**config.mk**
```make
export PLATFORM = sky130hd
export DESIGN_NAME = rpt_timer
export DESIGN_NICKNAME = d
export VERILOG_FILES = /design/src/hdl/rpt_pkg.sv /design/src/hdl/rpt_timer.sv /design/src/hdl/rpt_prescaler.sv
export VERILOG_INCLUDE_DIRS = /design/src /design/src/hdl
export SDC_FILE = /design/constraint.sdc
export NUM_CORES = 1
export LEC_CHECK = 0
export BUFFER_PORTS_ARGS = -buffer_cell sky130_fd_sc_hd__buf_2
export CORE_MARGIN = 2
export CORE_UTILIZATION = 52
export CTS_CLUSTER_SIZE = 14
export DETAILED_ROUTE_END_ITERATION = 8
export PLACE_DENSITY = 0.77
export SLEW_MARGIN = 30
export SYNTH_ARGS = -nofsm -noshare
export SYNTH_HDL_FRONTEND = slang
export SYNTH_SLANG_ARGS = --single-unit
```
**constraint.sdc**
```tcl
create_clock -name aclk -period 3.3 [get_ports aclk]
set_input_delay 0.495 -clock aclk [delete_from_list [all_inputs] [get_ports aclk]]
set_output_delay 0.495 -clock aclk [all_outputs]
set_load 0.1 [all_outputs]
```
**src/hdl/rpt_map.svh**
```systemverilog
// register indices, field positions, reset values and bus codes of the protocol timer
`ifndef RPT_MAP_SVH
`define RPT_MAP_SVH

// register indices; byte address is four times the index
`define RPT_IDX_MODE 6'h2A
`define RPT_IDX_PRESC_LO 6'h2B
`define RPT_IDX_RELOAD_HI 6'h2C
`define RPT_IDX_RELOAD_LO 6'h2D
`define RPT_IDX_COUNT_HI 6'h2E
`define RPT_IDX_COUNT_LO 6'h2F
`define RPT_IDX_CONTROL 6'h0C
`define RPT_IDX_IRQ_MASK 6'h02
`define RPT_IDX_IRQ_STATUS 6'h04
`define RPT_IDX_STATUS 6'h07

// control register bits
`define RPT_CTRL_STOP_BIT 7
`define RPT_CTRL_START_BIT 6
`define RPT_CTRL_MANY_BIT 0

// interrupt status / mask bits
`define RPT_IRQ_EXPIRED_BIT 0
`define RPT_IRQ_RELOAD_BIT 1

// status register bits
`define RPT_STAT_RUN_BIT 0
`define RPT_STAT_GATE_BIT 1

// reset values
`define RPT_RST_BYTE 8'h00
`define RPT_RST_IRQ 2'h0
`define RPT_RST_COUNT 16'h0000

// axi response codes
`define RPT_RESP_OKAY 2'h0
`define RPT_RESP_SLVERR 2'h2

`endif

```
**src/hdl/rpt_pkg.sv**
```systemverilog
// types shared by the protocol timer files
package rpt_pkg;

  typedef enum logic [1:0] {
    RPT_GATE_NONE = 2'h0,
    RPT_GATE_CARD = 2'h1,
    RPT_GATE_AUX = 2'h2,
    RPT_GATE_RSVD = 2'h3
  } rpt_gate_t;

  typedef struct packed {
    logic auto_start_on_tx_end;
    rpt_gate_t gate_source_select;
    logic auto_reload_enable;
    logic [3:0] prescale_upper_nibble;
  } rpt_mode_t;

  typedef enum logic [1:0] {
    RPT_ST_IDLE = 2'b01,
    RPT_ST_RUN = 2'b10
  } rpt_state_t;

  typedef struct packed {
    logic tx_end;
    logic rx_first_bit;
  } rpt_proto_t;

endpackage

```
**src/hdl/rpt_timer.sv**
```systemverilog
// protocol timer: axi4-lite registers, prescaled 16-bit countdown and interrupt
// Behaviour
// - auto start bit set: end of transmission starts the timer.
// - auto start, single reception: first received data bit stops the timer.
// - auto start, many frames: timer stops only on software stop command or on expiry.
// - auto start clear: transmission and reception events are ignored.
// - gate field picks no gate, card signal pin or first auxiliary pin.
// - running flag shows enabled timer whatever the gate level.
// - auto reload set: counter reloads at zero and keeps counting.
// - auto reload clear: count to zero, then raise expired request.
// - prescale value is mode nibble above prescale low byte.
// - tick rate is carrier rate over prescale value plus one.
// - reload value held in two read/write bytes, reset zero.
// - every start copies reload value into the counter.
// - reload writes leave a running count alone until next start or auto reload at zero.
// - upper counter byte readable, read only.
// - lower counter byte readable, read only.
//
// Added by the designer: the AXI4-Lite slave port.
`timescale 1ns/100ps
`include "rpt_map.svh"
module rpt_timer
  import rpt_pkg::*;
#(
  parameter int ADDR_W = 8,
  parameter int PRESCALE_W = 12,
  parameter int COUNT_W = 16
) (
  input wire logic aclk,
  input wire logic aresetn,
  input wire logic [ADDR_W-1:0] s_axi_awaddr,
  input wire logic [2:0] s_axi_awprot,
  input wire logic s_axi_awvalid,
  output logic s_axi_awready,
  input wire logic [31:0] s_axi_wdata,
  input wire logic [3:0] s_axi_wstrb,
  input wire logic s_axi_wvalid,
  output logic s_axi_wready,
  output logic [1:0] s_axi_bresp,
  output logic s_axi_bvalid,
  input wire logic s_axi_bready,
  input wire logic [ADDR_W-1:0] s_axi_araddr,
  input wire logic [2:0] s_axi_arprot,
  input wire logic s_axi_arvalid,
  output logic s_axi_arready,
  output logic [31:0] s_axi_rdata,
  output logic [1:0] s_axi_rresp,
  output logic s_axi_rvalid,
  input wire logic s_axi_rready,
  input wire logic carrier_strobe,
  input wire rpt_proto_t proto_event,
  input wire logic card_signal_input_pin,
  input wire logic first_auxiliary_pin,
  output logic irq
);

  if (ADDR_W < 8) begin
    $error("rpt_timer: ADDR_W must reach the register map");
  end
  if (PRESCALE_W != 12 || COUNT_W != 16) begin
    $error("rpt_timer: byte register layout needs 12/16 bit widths");
  end

  function automatic logic [5:0] reg_index(input logic [ADDR_W-1:0] addr);
    reg_index = addr[7:2];
  endfunction

  function automatic logic idx_mapped(input logic [5:0] idx);
    idx_mapped = (idx == `RPT_IDX_MODE) || (idx == `RPT_IDX_PRESC_LO)
      || (idx == `RPT_IDX_RELOAD_HI) || (idx == `RPT_IDX_RELOAD_LO)
      || (idx == `RPT_IDX_COUNT_HI) || (idx == `RPT_IDX_COUNT_LO)
      || (idx == `RPT_IDX_CONTROL) || (idx == `RPT_IDX_IRQ_MASK)
      || (idx == `RPT_IDX_IRQ_STATUS) || (idx == `RPT_IDX_STATUS);
  endfunction

  // ---- write channel ----
  logic aw_held_ff;
  logic [ADDR_W-1:0] aw_addr_ff;
  logic w_held_ff;
  logic [7:0] w_data_ff;
  logic w_lane0_ff;
  logic bvalid_ff;
  logic [1:0] bresp_ff;

  wire logic aw_fire;
  wire logic w_fire;
  wire logic wr_do;
  wire logic [5:0] wr_idx;
  wire logic wr_hit;
  wire logic wr_en;

  // one write in flight: channels close until the response is taken
  assign s_axi_awready = !aw_held_ff && !bvalid_ff;
  assign s_axi_wready = !w_held_ff && !bvalid_ff;
  assign aw_fire = s_axi_awvalid && s_axi_awready;
  assign w_fire = s_axi_wvalid && s_axi_wready;
  assign wr_do = aw_held_ff && w_held_ff;
  assign wr_idx = reg_index(aw_addr_ff);
  assign wr_hit = idx_mapped(wr_idx);
  // registers are one byte wide, only lane 0 carries data
  assign wr_en = wr_do && wr_hit && w_lane0_ff;
  assign s_axi_bvalid = bvalid_ff;
  assign s_axi_bresp = bresp_ff;

  always_ff @(posedge aclk) begin
    if (!aresetn) begin
      aw_held_ff <= 1'b0;
      aw_addr_ff <= '0;
      w_held_ff <= 1'b0;
      w_data_ff <= `RPT_RST_BYTE;
      w_lane0_ff <= 1'b0;
      bvalid_ff <= 1'b0;
      bresp_ff <= `RPT_RESP_OKAY;
    end else begin
      if (aw_fire) begin
        aw_held_ff <= 1'b1;
        aw_addr_ff <= s_axi_awaddr;
      end
      if (w_fire) begin
        w_held_ff <= 1'b1;
        w_data_ff <= s_axi_wdata[7:0];
        w_lane0_ff <= s_axi_wstrb[0];
      end
      if (wr_do) begin
        aw_held_ff <= 1'b0;
        w_held_ff <= 1'b0;
        bvalid_ff <= 1'b1;
        bresp_ff <= wr_hit ? `RPT_RESP_OKAY : `RPT_RESP_SLVERR;
      end else if (bvalid_ff && s_axi_bready) begin
        bvalid_ff <= 1'b0;
      end
    end
  end

  // ---- write decode ----
  wire logic sel_mode;
  wire logic sel_presc;
  wire logic sel_rel_hi;
  wire logic sel_rel_lo;
  wire logic sel_ctrl;
  wire logic sel_mask;
  wire logic sw_stop;
  wire logic sw_start;

  assign sel_mode = wr_en && (wr_idx == `RPT_IDX_MODE);
  assign sel_presc = wr_en && (wr_idx == `RPT_IDX_PRESC_LO);
  assign sel_rel_hi = wr_en && (wr_idx == `RPT_IDX_RELOAD_HI);
  assign sel_rel_lo = wr_en && (wr_idx == `RPT_IDX_RELOAD_LO);
  assign sel_ctrl = wr_en && (wr_idx == `RPT_IDX_CONTROL);
  assign sel_mask = wr_en && (wr_idx == `RPT_IDX_IRQ_MASK);
  assign sw_stop = sel_ctrl && w_data_ff[`RPT_CTRL_STOP_BIT];
  assign sw_start = sel_ctrl && w_data_ff[`RPT_CTRL_START_BIT];

  // ---- configuration registers ----
  rpt_mode_t mode_ff;
  logic [7:0] presc_lo_ff;
  logic [7:0] reload_hi_ff;
  logic [7:0] reload_lo_ff;
  logic many_ff;
  logic [1:0] mask_ff;

  always_ff @(posedge aclk) begin
    if (!aresetn) begin
      mode_ff <= rpt_mode_t'(`RPT_RST_BYTE);
      presc_lo_ff <= `RPT_RST_BYTE;
      reload_hi_ff <= `RPT_RST_BYTE;
      reload_lo_ff <= `RPT_RST_BYTE;
      many_ff <= 1'b0;
      mask_ff <= `RPT_RST_IRQ;
    end else begin
      if (sel_mode) mode_ff <= rpt_mode_t'(w_data_ff);
      if (sel_presc) presc_lo_ff <= w_data_ff;
      if (sel_rel_hi) reload_hi_ff <= w_data_ff;
      if (sel_rel_lo) reload_lo_ff <= w_data_ff;
      if (sel_ctrl) many_ff <= w_data_ff[`RPT_CTRL_MANY_BIT];
      if (sel_mask) mask_ff <= w_data_ff[1:0];
    end
  end

  // ---- prescaler ----
  wire logic [PRESCALE_W-1:0] prescale_value;
  wire logic tick;
  wire logic start_ev;

  assign prescale_value = {mode_ff.prescale_upper_nibble, presc_lo_ff};

  // restarting on every start keeps the first tick a full period away
  rpt_prescaler #(
    .PRESCALE_W(PRESCALE_W)
  ) u_prescaler (
    .aclk(aclk),
    .aresetn(aresetn),
    .restart(start_ev),
    .carrier_strobe(carrier_strobe),
    .prescale_value(prescale_value),
    .tick(tick)
  );

  // ---- gating ----
  logic gate_open;

  always_comb begin
    unique case (mode_ff.gate_source_select)
      RPT_GATE_CARD: gate_open = card_signal_input_pin;
      RPT_GATE_AUX: gate_open = first_auxiliary_pin;
      RPT_GATE_NONE: gate_open = 1'b1;
      RPT_GATE_RSVD: gate_open = 1'b1;
    endcase
  end

  // ---- start, stop and countdown ----
  rpt_state_t state_ff;
  rpt_state_t nxt_state;
  logic [COUNT_W-1:0] count_ff;
  logic [COUNT_W-1:0] nxt_count;

  wire logic running;
  wire logic auto_start;
  wire logic auto_stop;
  wire logic stop_ev;
  wire logic tick_ok;
  wire logic count_low;
  wire logic expire;
  wire logic wrap;
  wire logic [COUNT_W-1:0] reload_value;

  assign running = (state_ff == RPT_ST_RUN);
  assign reload_value = {reload_hi_ff, reload_lo_ff};
  // protocol events count only with auto start set
  assign auto_start = mode_ff.auto_start_on_tx_end && proto_event.tx_end;
  assign auto_stop = mode_ff.auto_start_on_tx_end && !many_ff
    && proto_event.rx_first_bit && running;
  assign start_ev = sw_start || auto_start;
  assign stop_ev = sw_stop || auto_stop;
  assign tick_ok = running && tick && gate_open;
  assign count_low = (count_ff <= COUNT_W'(1));
  assign expire = tick_ok && !mode_ff.auto_reload_enable && count_low;
  assign wrap = tick_ok && mode_ff.auto_reload_enable
    && (count_ff == '0);

  always_comb begin
    nxt_state = state_ff;
    unique case (state_ff)
      RPT_ST_IDLE: begin
        if (start_ev && !stop_ev) begin
          nxt_state = RPT_ST_RUN;
        end
      end
      RPT_ST_RUN: begin
        // a stop in the same cycle as a start wins
        if (stop_ev || expire) begin
          nxt_state = RPT_ST_IDLE;
        end
      end
      default: nxt_state = RPT_ST_IDLE;
    endcase
  end

  always_comb begin
    nxt_count = count_ff;
    if (start_ev) begin
      nxt_count = reload_value;
    end else if (wrap) begin
      nxt_count = reload_value;
    end else if (tick_ok && (count_ff != '0)) begin
      nxt_count = count_ff - 1'b1;
    end
  end

  always_ff @(posedge aclk) begin
    if (!aresetn) begin
      state_ff <= RPT_ST_IDLE;
      count_ff <= `RPT_RST_COUNT;
    end else begin
      state_ff <= nxt_state;
      count_ff <= nxt_count;
    end
  end

  // ---- read channel ----
  logic rvalid_ff;
  logic [7:0] rdata_ff;
  logic [1:0] rresp_ff;
  logic [7:0] rd_mux;

  wire logic ar_fire;
  wire logic [5:0] rd_idx;
  wire logic rd_hit;
  wire logic rd_clr_irq;

  assign s_axi_arready = !rvalid_ff;
  assign ar_fire = s_axi_arvalid && s_axi_arready;
  assign rd_idx = reg_index(s_axi_araddr);
  assign rd_hit = idx_mapped(rd_idx);
  assign rd_clr_irq = ar_fire && (rd_idx == `RPT_IDX_IRQ_STATUS);
  assign s_axi_rvalid = rvalid_ff;
  assign s_axi_rdata = {24'h000000, rdata_ff};
  assign s_axi_rresp = rresp_ff;

  // ---- interrupt status ----
  logic [1:0] irq_ff;
  logic [1:0] irq_set;
  logic [1:0] nxt_irq;

  always_comb begin
    irq_set = '0;
    irq_set[`RPT_IRQ_EXPIRED_BIT] = expire;
    irq_set[`RPT_IRQ_RELOAD_BIT] = wrap;
    // an event landing on the clearing read survives it
    nxt_irq = (rd_clr_irq ? 2'h0 : irq_ff) | irq_set;
  end

  always_ff @(posedge aclk) begin
    if (!aresetn) begin
      irq_ff <= `RPT_RST_IRQ;
    end else begin
      irq_ff <= nxt_irq;
    end
  end

  assign irq = |(irq_ff & mask_ff);

  always_comb begin
    rd_mux = 8'h00;
    unique case (rd_idx)
      `RPT_IDX_MODE: rd_mux = mode_ff;
      `RPT_IDX_PRESC_LO: rd_mux = presc_lo_ff;
      `RPT_IDX_RELOAD_HI: rd_mux = reload_hi_ff;
      `RPT_IDX_RELOAD_LO: rd_mux = reload_lo_ff;
      `RPT_IDX_COUNT_HI: rd_mux = count_ff[15:8];
      `RPT_IDX_COUNT_LO: rd_mux = count_ff[7:0];
      `RPT_IDX_CONTROL: rd_mux[`RPT_CTRL_MANY_BIT] = many_ff;
      `RPT_IDX_IRQ_MASK: rd_mux[1:0] = mask_ff;
      `RPT_IDX_IRQ_STATUS: rd_mux[1:0] = irq_ff;
      `RPT_IDX_STATUS: begin
        rd_mux[`RPT_STAT_RUN_BIT] = running;
        rd_mux[`RPT_STAT_GATE_BIT] = gate_open;
      end
      default: rd_mux = 8'h00;
    endcase
  end

  always_ff @(posedge aclk) begin
    if (!aresetn) begin
      rvalid_ff <= 1'b0;
      rdata_ff <= `RPT_RST_BYTE;
      rresp_ff <= `RPT_RESP_OKAY;
    end else if (ar_fire) begin
      rvalid_ff <= 1'b1;
      rdata_ff <= rd_mux;
      rresp_ff <= rd_hit ? `RPT_RESP_OKAY : `RPT_RESP_SLVERR;
    end else if (rvalid_ff && s_axi_rready) begin
      rvalid_ff <= 1'b0;
    end
  end

endmodule

```
**src/hdl/rpt_prescaler.sv**
```systemverilog
// divides the carrier strobe by prescale_value plus one into timer ticks
`timescale 1ns/100ps
`include "rpt_map.svh"
module rpt_prescaler
  import rpt_pkg::*;
#(
  parameter int PRESCALE_W = 12
) (
  input wire logic aclk,
  input wire logic aresetn,
  input wire logic restart,
  input wire logic carrier_strobe,
  input wire logic [PRESCALE_W-1:0] prescale_value,
  output logic tick
);

  // widths the divider cannot serve are refused at elaboration
  if (PRESCALE_W < 1 || PRESCALE_W > 16) begin
    $error("rpt_prescaler: PRESCALE_W out of range");
  end

  logic [PRESCALE_W-1:0] div_ff;
  logic [PRESCALE_W-1:0] nxt_div;
  wire logic at_end;

  // >= so a lowered prescale value never strands the divider above it
  assign at_end = (div_ff >= prescale_value);
  assign tick = carrier_strobe && at_end;

  always_comb begin
    nxt_div = div_ff;
    if (restart) begin
      nxt_div = '0;
    end else if (carrier_strobe) begin
      nxt_div = at_end ? '0 : div_ff + 1'b1;
    end
  end

  always_ff @(posedge aclk) begin
    if (!aresetn) begin
      div_ff <= '0;
    end else begin
      div_ff <= nxt_div;
    end
  end

endmodule

```
* After elaboration in Yosys (flattened, before gate mapping) *
Index checks and enable logic that the tools add are counted.
W data, S select, Z words.

storage, ports and cells
  flip-flop bits (word level) = 100
  latch bits = 0
  memory bits (writable) = 0
  ROM bits = 0
  input bits = 70
  output and inout bits = 42
  word-level logic and storage cells = 146
  memories kept = 0

operators by class
  add/subtract/negate cells = 2
  multiply operators = 0
  divide/modulo/power cells = 0
  magnitude comparators = 2
  equal/unequal tests = 27
  shifts and indexed selects = 0
  mux-type cells = 18
  bitwise operators = 3
  reduce and logical (&&, ||, !) cells = 71

operators by type and width
  operator                 number
  $eq A6 B6 Y1 const B     12
  $mux W16                 3
  $pmux W6 S6              1
  $logic_and A1 B1 Y1      32
  $eq A6 B3 Y1 const B     4
  $logic_or A1 B1 Y1       21
  $le A16 B1 Y1 const B    1
  $logic_not A16 Y1        1
  $reduce_bool A16 Y1      1
  $sub A16 B1 Y16 const B  1
  $add A12 B1 Y12 const B  1
  $eq A6 B2 Y1 const B     2
  $eq A6 B4 Y1 const B     2
  $ge A12 B12 Y1           1
  $mux W12                 1
  $mux W2                  5
  $pmux W1 S10             1
  $pmux W1 S9              1
  $reduce_or A2 Y1         4
  $logic_not A1 Y1         7
  $eq A2 B2 Y1 const B     3
  $eq A2 B1 Y1 const B     2
  $mux W1                  4
  $pmux W2 S2              1
  other kinds (10)         11

* Longest topological paths before layout *
Gate-level depths: netlist of the first run.

  depth in word-level cells = 19
  mapped depth = 11

* By module *
Synthesis of the first run repeated with hierarchy kept, for this count alone.

second synthesis, totals
  cell total of the unflattened synthesis = 585
  area, all modules = 5302.6 um^2

modules (own cells, without submodules)
  module         instances  cells each  area each (um^2)  sequential area each (um^2)
  rpt_timer      1          475         4403.0            1681.6
  rpt_prescaler  1          110         899.6             240.2

* Least setup slack after synthesis of the first run *
OpenSTA, ideal clock, no wires.

  kind = register to register
  start = register bvalid_ff (netlist: s_axi_bvalid)
  end = register aw_addr_ff[5]
  library setup time = 0.115 ns
  arrival = 3.158 ns
  required time = 3.185 ns
  slack = 0.028 ns
  cell stages (with the launch flop) = 6
  buffers on the path = 1
  cells stage by stage = dfxtp_1 -> nor2_1 -> and2_1 -> clkbuf_1 -> mux2_2 -> and2_1

between the ends
  longest elaborated chain between the ends = 3

RTL lines
  item                    line              source
  start, declared         rpt_timer.sv:82   logic bvalid_ff;
  start signal, assigned  rpt_timer.sv:112  bvalid_ff <= 1'b0;
  start signal, assigned  rpt_timer.sv:127  bvalid_ff <= 1'b1;
  start signal, assigned  rpt_timer.sv:130  bvalid_ff <= 1'b0;
  $logic_not A1 Y1        rpt_timer.sv:93   assign s_axi_awready = !aw_held_ff && !bvalid_ff;
  $logic_and A1 B1 Y1     rpt_timer.sv:93
  via s_axi_awready       rpt_timer.sv:34   output logic s_axi_awready,
  $logic_and A1 B1 Y1     rpt_timer.sv:95   assign aw_fire = s_axi_awvalid && s_axi_awready;
  end signal, assigned    rpt_timer.sv:117  aw_addr_ff <= s_axi_awaddr;
  end, declared           rpt_timer.sv:78   logic [ADDR_W-1:0] aw_addr_ff;

The timed path passes the listed nets, and every way through them passes these cells.
A chain may end at the register's enable or synchronous reset.

* Final worst setup path of the first run *
  start = register mode_ff[5] (netlist name)
  end = register count_ff[0]

between the ends
  longest elaborated chain between the ends = 8
  elaborated cells between the ends (all ways) = 13
  classes of those cells = 3 x eq/ne; 3 x mux; 7 x reduce/logical

RTL lines
  item                                                     line              source
  start, declared                                          rpt_timer.sv:155  rpt_mode_t mode_ff;
  start signal, assigned                                   rpt_timer.sv:164  mode_ff <= rpt_mode_t'(`RPT_RST_BYTE);
  start signal, assigned                                   rpt_timer.sv:171  if (sel_mode) mode_ff <= rpt_mode_t'(w_data_ff);
  $eq A2 B2 Y1 / $logic_not A2 Y1 (equally long branches)  rpt_timer.sv:203  unique case (mode_ff.gate_source_select)
  $reduce_or A2 Y1 (no source line)                        n/a
  $pmux W1 S3 *                                            rpt_timer.sv:203
  $logic_and A1 B1 Y1 *                                    rpt_timer.sv:235  assign tick_ok = running && tick && gate_open;
  $logic_and A1 B1 Y1                                      rpt_timer.sv:238  assign wrap = tick_ok && mode_ff.auto_reload_enable
  $logic_and A1 B1 Y1                                      rpt_timer.sv:239  && (count_ff == '0);
  $mux W16                                                 rpt_timer.sv:263  end else if (wrap) begin
  $mux W16                                                 rpt_timer.sv:261  if (start_ev) begin
  end signal, assigned                                     rpt_timer.sv:273  count_ff <= `RPT_RST_COUNT;
  end signal, assigned                                     rpt_timer.sv:276  count_ff <= nxt_count;
  end, declared                                            rpt_timer.sv:214  logic [COUNT_W-1:0] count_ff;

Every way passes the cells marked *; elsewhere a longest branch is shown, timed or not.

==> summary.md, run 1 <==
| Metric | Value |
|---|---|
| Prevailing post-synth register cell | dfxtp_1 |
| Cells after DPL | 740 |
| Via count | 4,322 |
| H-tree levels | 3 |
| XOR/XNOR share of the synthesized area | 4.456% |
| Number of global-route vias before repair | just over 4,000 |
| # clock sinks | 96 |
| Area post-placement | 5530 um^2 |
| Gr ovfl total | 0 |
| Clock transition at path regs | 0.10 ns |
| Post-CTS Hold Fix Bufs | 0 |
| Final hold violations | 0 |
| IO Port Bufs | 48 |
| R2R Setup Slk | between 0.8 and 0.9 ns |
| Final Cell Area | 5758 um^2 |
| Starting Density | 54.04% |
| Crit path capture type | register |
| Clock power frac | 35.3% |
| CTS tree | built |
| Crit path cell chain | inv_1 -> ha_1 -> a211oi_1 -> nor4_4 -> and3_4 -> a21boi_4 -> or2_1 -> a21oi_1 |
| Synth area leaders | dfxtp_1 36%, mux2i_1 9.1%, nor2b_1 5.5% |
| VDD IR-drop max | 198.4 uV |
| Comb pwr share | between 15 and 20% |
| DRT Pass-1 Iters | 5 |
| Layout area overhead | 8.512% |
| Main combinational cell family by area after synthesis | simple AND/OR/NAND/NOR gates |
| Synth cell types | 63 |
| RSZ-0062 raised after global routing | false |
| FF+latch count, synth | 96 |
| Seq pwr share | just under 50% |
| First DRT Iteration DRCs | 264 |
| Sw Share | 31.23% |
| Psw | 0.0007778 W |
| Drt via density | roughly 5.7 |
| Worst Setup Start Kind | register |
| Slew @ Worst Pin | 0.6854 ns |
| Final max-slew violation count | 0 |
| Core ar. | 9819 um^2 |
| Post-Syn Area | 5306 um^2 |
| Commonest cells post-synth | 96 x dfxtp_1, 52 x nand2_1, 48 x mux2i_1, 47 x nor2b_1, 32 x nor2_1 |
| Post-synth top area cell | dfxtp_1 |
| Crit-path max FO | 16 |
| Finished Layout Cells | 756 |
| Share of Yosys cell area claimed by the top area cell type | 36.22% |
| DRC errors left | 0 |
| Syn avg cell area | roughly 9.1 um^2 |
| Post-synthesis adder-cell area fraction | 4.008% |
| Syn Inst Count | 582 |
| Total Wirelength | ~13,000 um |
| Setup bufs post-CTS | 0 |
| Row cnt | 36 |
| Global-route usage over all layers | 23.57% |
| Relative slew margins | 54.17% |
| Post-synth EDFFs | 0 |
| Critical Path Max Stage Delay | about 0.52 ns |
| Synthesis Warnings | 0 |
| Layout cells sized above 1 | 14.93% |
| Antenna Nets Post-Route | 0 |
| Height of the die | 105.0 um |
| Status | complete, no violations |
| Die area | 11,030 um^2 |
| Buf+Inv Stages, Crit Path | 1 |
| WHS Path Cells | 3 |
| CP arrival | 2.73 ns |
| Clock Tree Root | clkbuf_8 |
| PostCTS Resize Cnt | 0 |
| Worst path depth | 8 |
| Async SR Flop Fraction | 0% |
| Compound-Gate Fraction of Synth Area | between 10 and 15% |
| Hold Path Class | in -> reg |
| Skew-Pair Late Insertion Delay | 0.38 ns |
| Diodes inserted | 0 |
| Pwr dens | about 430 nW/um^2 |
| Mux cell area share after synthesis | 12.73% |
| Synth Area in Simple Gates | 21.50% |
| Initial antenna violation count | 0 |
| GPL Wtd Cong | 0.9468 |
| CTS max path bufs | 2 |
| F_max | 401.6 MHz |
| Final HPWL DP | between 9000 and 10,000 um |
| Util after Layout | 58.64% |
| Worst reg-to-reg path cell count | 8 |
| Num CTS Buffers | 9 |
| Post-synthesis sequential area ratio | 36.22% |
| Most common cell in the netlist | dfxtp_1 |
| Width of the die | 105.0 um |
| Setup TNS | 0 ns |
| Final net count | ~710 |
| WP data required | 3.54 ns |
| Routed WL per cell | 16.53 um |
| Final setup vio count | 0 |
| P_int | 0.001713 W |
| Largest net degree at the start of global routing | between 60 and 70 |
| Slowest cell on crit path | or2_1 |
| First-pass GRT wire length | 20,460 um |
| CP top delay family | simple AND/OR/NAND/NOR gates |
| Minimum clock period | 2.490 ns |
| Leak | roughly 2.3 nW |
| Fin crit share | 75.45% |
| # Max-Cap Violations | 0 |
| Worst Skew | 0.01189 ns |
| Ports | 112 |
| Critical path class | reg -> reg |
[layout make-up]
class,instances,area [um^2]
Clock buffer,10,137.6
Clock inverter,6,90.09
Fill cell,870,4061
Inverter,23,86.33
Multi-Input combinational cell,435,3078
Sequential cell,96,1922
Tap cell,133,166.4
Timing Repair Buffer,53,277.8
[sequential cells by signal (all words and copies together) (netlist names)]
| signal | flops |
|---|---|
| count_ff | 16 |
| state_ff | 2 |
| reload_lo_ff | 8 |
| rdata_ff | 8 |
| irq_ff | 2 |
| aw_addr_ff | 6 |
| w_lane0_ff | 1 |
| s_axi_rvalid | 1 |
| s_axi_bresp | 1 |
| mode_ff | 8 |
| aw_held_ff | 1 |
| s_axi_rresp | 1 |
| u_prescaler.div_ff | 12 |
| many_ff | 1 |
| w_held_ff | 1 |
| w_data_ff | 8 |
| s_axi_bvalid | 1 |
| reload_hi_ff | 8 |
| presc_lo_ff | 8 |
| mask_ff | 2 |
[power groups by stage]
stage	clock network [W]	logic [W]	registers [W]
3_5_place_dp	0	0.000394	0.00124
5_1_grt	0.000947	0.000416	0.00122
2_1_floorplan	0	0.000292	0.00130
3_3_place_gp	0	0.000389	0.00124
4_1_cts	0.000895	0.000395	0.00122
6_report	0.000879	0.000395	0.00122
[worst paths after layout]
kind | from | to
setup / recovery | mode_ff[5]$_SDFFE_PN0P_ | count_ff[0]$_SDFFE_PN0P_
hold / removal | s_axi_wdata[4] | w_data_ff[4]$_SDFFE_PN0P_
setup reg to reg | mode_ff[5]$_SDFFE_PN0P_ | count_ff[0]$_SDFFE_PN0P_
hold reg to reg | rdata_ff[3]$_SDFFE_PN0P_ | rdata_ff[3]$_SDFFE_PN0P_
[per-layer routing]
metal	vias to the layer above	global-route usage (%)	wire, um
li1	2075	-	-
met1	2032	30.87	5548
met2	186	36.60	5680
met3	29	5.115	805
met4	0	11.90	465
met5	-	0	0
[cells by family after synthesis]
kind of cell,count (synthesis)
buffers and inverters,76
DFF,96
other,1
and+or+nand+nor,208
xor gates and xnor gates,27
muxes,57
adders and majority gates,17
AOI/OAI and AO/OA,100
[placed cells by master (no fill, tap or decap), drive strengths merged, types with 10 or more instances in the layout]
cell    count
dfxtp      96
buf        53
nand2      52
mux2i      48
nor2b      47
nor2       36
conb       26
a21oi      25
inv        25
xnor2      20
ha         17
o31ai      16
a21boi     12
nor3       11
clkbuf     10
nor4       10
[through the flow]
stage	power, W	hold WS (ns)	setup WS, ns
finish	0.002491	0.3607	0.8102
global route	0.002583	0.3539	0.6723
CTS	0.002506	0.3452	0.8429
detailed placement	0.001637	0.4823	0.8513
global placement	0.001630	0.4746	0.9063
floorplan	0.001592	0.4797	0.02757
[worst register-to-register path: stages (launching register included)]
cell and delay [ns]:
dfxtp_1 0.42, inv_1 0.07, ha_1 0.29, a211oi_1 0.43, nor4_4 0.12, and3_4 0.21
a21boi_4 0.13, or2_1 0.52, a21oi_1 0.16
No activity file was read; power rests on OpenSTA's default activity.
==> inputs of run 2 (changes only) <==
--- a/config.mk
+++ b/config.mk
@@ -6,9 +6,10 @@
 export SDC_FILE = /design/constraint.sdc
 export NUM_CORES = 1
 export LEC_CHECK = 0
+export ABC_AREA = 1
 export BUFFER_PORTS_ARGS = -buffer_cell sky130_fd_sc_hd__buf_2
 export CORE_MARGIN = 2
-export CORE_UTILIZATION = 52
+export CORE_UTILIZATION = 50
 export CTS_CLUSTER_SIZE = 14
 export DETAILED_ROUTE_END_ITERATION = 8
 export PLACE_DENSITY = 0.77
==> constraint.sdc (replaced) <==
create_clock -name aclk -period 2 [get_ports aclk]
set_input_delay 0.3 -clock aclk [delete_from_list [all_inputs] [get_ports aclk]]
set_output_delay 0.3 -clock aclk [all_outputs]
set_load 0.1 [all_outputs]
==> summary.md, run 2 <==
| Metric | Value |
|---|---|
| Layout area overhead | 28.84% |
| Largest regs | count_ff x16, u_prescaler.div_ff x12 |
| Via count | 5,341 (+24%) |
| Leak | 2.975 nW (+29%) |
| Most flop-heavy register | count_ff |
| Most frequent cells in the layout | 103 x nand2_1, 88 x inv_1, 82 x a21oi_1 |
| Minimum clock period | 2.117 ns (-0.3728 ns) |
| Total Wirelength | 14,720 um (+18%) |
| Fin crit share | 105.8% (+30 points) |
| Clock transition at path regs | 0.10 ns (about the same) |
| Commonest non-fill, non-tap cell in the layout | nand2_1 |
| First-pass GRT wire length | 23,280 um (+14%) |
| WP data required | 2.25 ns (-1.29 ns) |
| # clock sinks | 96 (unchanged) |
| Initial antenna violation count | 0 (unchanged) |
| CP arrival | 2.37 ns (-0.36 ns) |
| Buf+Inv Stages, Crit Path | 4 (+3) |
| Layout cells sized above 1 | 29.71% (+15 points) |
| Final HPWL DP | 10,400 um (+14%) |
| Hold WS | 0.1585 ns (-0.2022 ns) |
| Critical path class | reg -> reg |
| Worst Setup Start Kind | register |
| Commonest cells post-synth | 119 x nand2_1, 104 x inv_1, 96 x dfxtp_1, 91 x nor2_1, 87 x a21oi_1 |
| Failing checks | negative setup slack |
| IO Port Bufs | 48 (unchanged) |
| Final max-slew violation count | 0 (unchanged) |
| Core ar. | 10,230 um^2 (+4.2%) |
| Skew-Pair Late Insertion Delay | 0.37 ns (about the same) |
| Syn avg cell area | 7.005 um^2 (-23%) |
| H-tree levels | 3 (unchanged) |
| Setup TNS | -1.270 ns (-1.270 ns) |
| Starting Density | 51.14% (-2.9 points) |
| Syn Inst Count | 747 (+28%) |
| Antenna Nets Post-Route | 0 (unchanged) |
| Final hold violations | 0 (unchanged) |
| # Max-Cap Violations | 0 (unchanged) |
| Relative slew margins | 64.69% (+11 points) |
| Share of Yosys cell area claimed by the top area cell type | 36.73% (+0.51 points) |
| Diodes inserted | 0 (unchanged) |
| Largest net degree at the start of global routing | 62 (-8.8%) |
| Final Cell Area | 6741 um^2 (+17%) |
| Gr ovfl total | 0 (unchanged) |
| Synthesis Warnings | 0 (unchanged) |
| CP top delay family | buffers and inverters |
| Post-synthesis sequential area ratio | 36.73% (+0.51 points) |
| Crit path cell chain | inv_2 -> ha_4 -> nand2_1 -> nand2_1 -> a21oi_2 -> nand4_1 -> buf_4 -> nand4_1 -> buf_4 -> buf_4 -> nor2_1 -> o21ai_0 -> a21oi_1 |
| Clock Tree Root | clkbuf_8 |
| Status | finished, violations left |
| Width of the die | 106.3 um (+1.2%) |
| Area post-placement | 6067 um^2 (+9.7%) |
| Prevailing post-synth register cell | dfxtp_1 |
| Ports | 112 (unchanged) |
| Num CTS Buffers | 9 (unchanged) |
| CP most frequent cell | buf_4 |
| Critical Path Max Stage Delay | 0.35 ns (-0.17 ns) |
| Number of flip-flops in the largest register | 16 (unchanged) |
| Row cnt | 37 (+2.8%) |
| Slew @ Worst Pin | 0.5284 ns (-0.1570 ns) |
| Number of global-route vias before repair | 4,903 (+21%) |
| F_max | 472.4 MHz (+18%) |
| Final net count | 958 (+36%) |
| Most common cell in the netlist | nand2_1 |
| DRC errors left | 0 (unchanged) |
| Final setup vio count | 16 (+16) |
| VDD IR-drop max | 411.1 uV (+110%) |
| GPL Wtd Cong | 0.9554 (+0.91%) |
| DRT Pass-1 Iters | 5 (unchanged) |
| Post-Syn Area | 5233 um^2 (-1.4%) |
| Crit path capture type | register |
| Post-synth EDFFs | 0 (unchanged) |
| Die area | 11,300 um^2 (+2.5%) |
| CTS max path bufs | 2 (unchanged) |
| Routed WL per cell | 14.56 um (-12%) |
| Synth area leaders | dfxtp_1 37%, nand2_1 8.5%, a21oi_1 8.3% |
| Height of the die | 106.3 um (+1.2%) |
| Synth cell types | 45 (-29%) |
| Hold Path Class | in -> reg |
| CTS tree | built |
| Slowest cell on crit path | dfxtp_2 |
| Setup WS post-layout | -0.1170 ns (-0.9272 ns) |
| Drt via density | 5.283 (-7.6%) |
| # fillers | 863 (-0.80%) |
| Worst Skew | 0.01334 ns (+0.001443 ns) |
| FF+latch count, synth | 96 (unchanged) |
| Async SR Flop Fraction | 0% (unchanged) |
| Global-route usage over all layers | 25.92% (+2.3 points) |
| RSZ-0062 raised after global routing | true |
| Crit-path max FO | 6 (-10) |
| Post-synth top area cell | dfxtp_1 |
| Pwr dens | 607.3 nW/um^2 (+40%) |
| First DRT Iteration DRCs | 427 (+62%) |
run 2: cell count changes after synthesis, moves of 9 or more:
cell / previous run / this run
o21ai_0: 9 / 71
o22ai_1: 1 / 10
nand2_1: 52 / 119
nand3_1: 6 / 21
a21boi_0: 11 / 0
nor2b_1: 47 / 0
nor2_1: 32 / 91
a21oi_1: 24 / 87
xnor2_1: 20 / 2
mux2i_1: 48 / 0
o31ai_1: 16 / 1
inv_1: 23 / 104
run 2: logic make-up after synthesis:
kind of cell             after synthesis  share of synthesized area [%]
AND/OR/NAND/NOR                      277                          23.53
AO/OA/AOI/OAI                        188                          19.42
buffers and inverters                154                          13.84
flip-flops                            96                          36.73
adder cells (fa/ha/maj)               17                          4.065
XOR/XNOR                              14                          2.343
other                                  1                        0.07167
run 2: worst paths after layout:
check / from / endpoint / slack [ns] / cells past startpoint
max: mode_ff[1]$_SDFFE_PN0P_ / count_ff[5]$_SDFFE_PN0P_ / -0.12 / 13
min: s_axi_bready / s_axi_bvalid$_SDFFE_PN0P_ / 0.16 / 4
max reg2reg: mode_ff[1]$_SDFFE_PN0P_ / count_ff[5]$_SDFFE_PN0P_ / -0.12 / 13
min reg2reg: rdata_ff[1]$_SDFFE_PN0P_ / rdata_ff[1]$_SDFFE_PN0P_ / 0.46 / 2
run 2: layout make-up:
cell class	instances	area [um^2]	area share, %
Timing Repair Buffer	136	982.2	14.57
Tap cell	136	170.2	2.524
Inverter	105	402.9	5.976
Multi-Input combinational cell	523	3028	44.91
Sequential cell	96	1949	28.92
Clock buffer	10	127.6	1.893
Clock inverter	5	81.33	1.206
run 2: report_power, final:
group	leakage, nW	internal, W	switching (W)
Sequential	0.788	0.00196	0.0000538
Clock	0.103	0.000701	0.000685
Combinational	2.08	0.000131	0.000566
run 2: stage by stage:
stage	util, %	std cells	setup slack, ns	total power [W]
CTS	63.92	1007	-0.04842	0.004094
floorplan	-	772	0.04508	0.002615
finish	65.89	1011	-0.1170	0.004094
global route	65.89	1011	-0.2848	0.004224
detailed placement	59.30	986	-0.1449	0.002732
global placement	59.30	986	-0.08667	0.002726
run 2: tightest hold or removal path, delay by kind of cell:
family | cells | cell delay, ns
buffers and inverters | 2 | 0.10
AOI/OAI and AO/OA | 1 | 0.05
and+or+nand+nor | 1 | 0.04
run 2: layer usage:
metal,share of wire (%),up-vias,GRT usage [%]
met5,0,-,0
met4,3.6,0,13.63
met3,7.8,46,4.353
met2,45,247,40.71
met1,44,2405,34.13
li1,-,2643,-
run 2: timing repair:
item,CTS,global route
cloned,2,0
pin swaps,20,22
resized for setup,60,55
hold buffers,0,0
setup endpoints to repair,21,48
setup buffers,4,4
==> inputs of run 3 (changes only) <==
--- a/config.mk
+++ b/config.mk
@@ -8,6 +8,8 @@
 export LEC_CHECK = 0
 export ABC_AREA = 1
 export BUFFER_PORTS_ARGS = -buffer_cell sky130_fd_sc_hd__buf_2
+export CAP_MARGIN = 40
+export CORE_ASPECT_RATIO = 0.8
 export CORE_MARGIN = 2
 export CORE_UTILIZATION = 50
 export CTS_CLUSTER_SIZE = 14
==> summary.md, run 3 (synthesis gave the netlist of run 2 again) <==
| Metric | Value |
|---|---|
| Critical Path Max Stage Delay | 0.33 ns (-0.02 ns) |
| Failing checks | negative setup slack |
| Slew @ Worst Pin | 0.6360 ns (+0.1075 ns) |
| CTS tree | built |
| Initial antenna violation count | 0 (unchanged) |
| Die area | 11,300 um^2 (about the same) |
| Pwr dens | 655.9 nW/um^2 (+8.0%) |
| GPL Wtd Cong | 0.9526 (-0.29%) |
| Slowest cell on crit path | dfxtp_2 |
| Final net count | 966 (+0.84%) |
| Setup TNS | -3.362 ns (-2.092 ns) |
| Cells after DPL | 981 (-0.51%) |
| Critical path class | reg -> reg |
| CP arrival | 2.53 ns (+0.16 ns) |
| Global-route usage over all layers | 28.35% (+2.4 points) |
| Relative slew margins | 57.45% (-7.2 points) |
| Setup WS post-layout | -0.2315 ns (-0.1145 ns) |
| IO Port Bufs | 48 (unchanged) |
| Worst Setup Start Kind | register |
| Width of the die | 118.4 um (+11%) |
| Diodes inserted | 0 (unchanged) |
| Fin crit share | 111.6% (+5.7 points) |
| Final Cell Area | 6962 um^2 (+3.3%) |
| Finished Layout Cells | 1,024 (+1.3%) |
| Status | finished, violations left |
| Final hold violations | 0 (unchanged) |
| F_max | 448.1 MHz (-5.1%) |
| VDD IR-drop max | 654.2 uV (+59%) |
| Antenna Nets Post-Route | 0 (unchanged) |
| Final HPWL DP | 11,270 um (+8.4%) |
| # fillers | 816 (-5.4%) |
| WP data required | 2.29 ns (+0.04 ns) |
| Hold Path Class | in -> reg |
| Core ar. | 10,200 um^2 (-0.32%) |
| # Max-Cap Violations | 0 (unchanged) |
| Buf+Inv Stages, Crit Path | 3 (-1) |
| Post-CTS Hold Fix Bufs | 0 (unchanged) |
| Layout area overhead | 33.05% |
| CTS max path bufs | 2 (unchanged) |
| Routed WL per cell | 16.59 um (+14%) |
| Num CTS Buffers | 9 (unchanged) |
| Row cnt | 33 (-11%) |
| DRT Pass-1 Iters | 7 (+2) |
| Drt via density | 5.499 (+4.1%) |
| Crit path cell chain | inv_2 -> ha_4 -> nand2_4 -> inv_4 -> nand2_2 -> nor2_1 -> nand2_1 -> nand4_1 -> nand4_1 -> nand2_2 -> bufbuf_16 -> nor2_4 -> nand2_1 -> a21oi_2 |
| Crit path capture type | register |
| Area post-placement | 5979 um^2 (-1.4%) |
| Skew-Pair Late Insertion Delay | 0.35 ns (-0.02 ns) |
| Worst Skew | 0.01034 ns (-0.002998 ns) |
| Commonest non-fill, non-tap cell in the layout | nand2_1 |
| Leak | 3.092 nW (+3.9%) |
| Final setup vio count | 19 (+3) |
| First-pass GRT wire length | 25,060 um (+7.6%) |
| Clock Tree Root | clkbuf_16 |
| Height of the die | 95.50 um (-10%) |
| Crit-path max FO | 7 (+1) |
| Hold WS | 0.1853 ns (+0.02675 ns) |
| Largest regs | count_ff x16, u_prescaler.div_ff x12 |
| Final max-slew violation count | 0 (unchanged) |
| Pre-CTS setup slack | -0.2656 ns (-0.1206 ns) |
| Most flop-heavy register | count_ff |
| Starting Density | 51.31% (+0.16 points) |
| H-tree levels | 3 (unchanged) |
| DRC errors left | 0 (unchanged) |
| Gr ovfl total | 0 (unchanged) |
| Via count | 5,631 (+5.4%) |
| Clock transition at path regs | 0.07 ns (-0.03 ns) |
| Most frequent cells in the layout | 109 x nand2_1, 89 x inv_1, 84 x buf_4 |
| First DRT Iteration DRCs | 587 (+37%) |
| Number of flip-flops in the largest register | 16 (unchanged) |
| CP top delay family | simple AND/OR/NAND/NOR gates |
| Largest net degree at the start of global routing | 62 (unchanged) |
| # clock sinks | 96 (unchanged) |
| Minimum clock period | 2.231 ns (+0.1145 ns) |
| Ports | 112 (unchanged) |
| Layout cells sized above 1 | 29.19% (-0.53 points) |
| RSZ-0062 raised after global routing | true |
| Total Wirelength | 16,980 um (+15%) |
| Number of global-route vias before repair | 5,103 (+4.1%) |
==> run 3: path summary, 6_finish.rpt <==
check,end,startpoint,cells after the start,slack (ns)
worst max-delay path,count_ff[10]$_SDFFE_PN0P_,mode_ff[3]$_SDFFE_PN0P_,14,-0.23
worst min register to register,rdata_ff[0]$_SDFFE_PN0P_,rdata_ff[0]$_SDFFE_PN0P_,2,0.46
worst max register to register,count_ff[10]$_SDFFE_PN0P_,mode_ff[3]$_SDFFE_PN0P_,14,-0.23
worst min-delay path,s_axi_bvalid$_SDFFE_PN0P_,s_axi_bready,4,0.19
==> run 3: final cells by class <==
| type | instances | area (um^2) | share of cell area [%] |
|---|---|---|---|
| multi-input cells | 526 | 3099 | 44.52 |
| well taps | 140 | 175.2 | 2.516 |
| flip-flops and latches | 96 | 1951 | 28.02 |
| clock inverters | 7 | 83.83 | 1.204 |
| inverters | 105 | 400.4 | 5.751 |
| repair buffers | 141 | 1027 | 14.76 |
| clock buffers | 9 | 225.2 | 3.235 |
==> run 3: what timing repair did <==
action                     in CTS  in global routing
setup buffers                   8                 14
pin swaps                      37                 17
gates resized for setup        49                 59
cloned                          3                  3
setup endpoints to repair      20                 63
==> run 3: per-stage QoR <==
step	util (%)	total power (W)
after global routing	68.26	0.004692
final	68.26	0.004566
after detailed placement	58.63	0.002727
after CTS	64.80	0.004511
after global placement	58.63	0.002711
after floorplan	-	0.002615
==> run 3: per-layer routing <==
layer / vias up / track usage, % / wire, um
met5: - / 0 / 0
met4: 0 / 9.623 / 432
met3: 47 / 5.622 / 1700
met2: 324 / 47.69 / 7885
met1: 2580 / 36.83 / 6965
li1: 2680 / - / -
==> run 3: power breakdown <==
group	total, W	switching [W]	internal (W)	leakage [nW]
Clock	0.00183	0.000831	0.000995	0.149
Sequential	0.00201	0.0000550	0.00196	0.789
Combinational	0.000725	0.000591	0.000134	2.15
==> run 3: tightest hold or removal path: cells and delay by family <==
kind	cells	cell delay (ns)
buf+inv	2	0.10
compound gates	1	0.05
simple gates	1	0.04
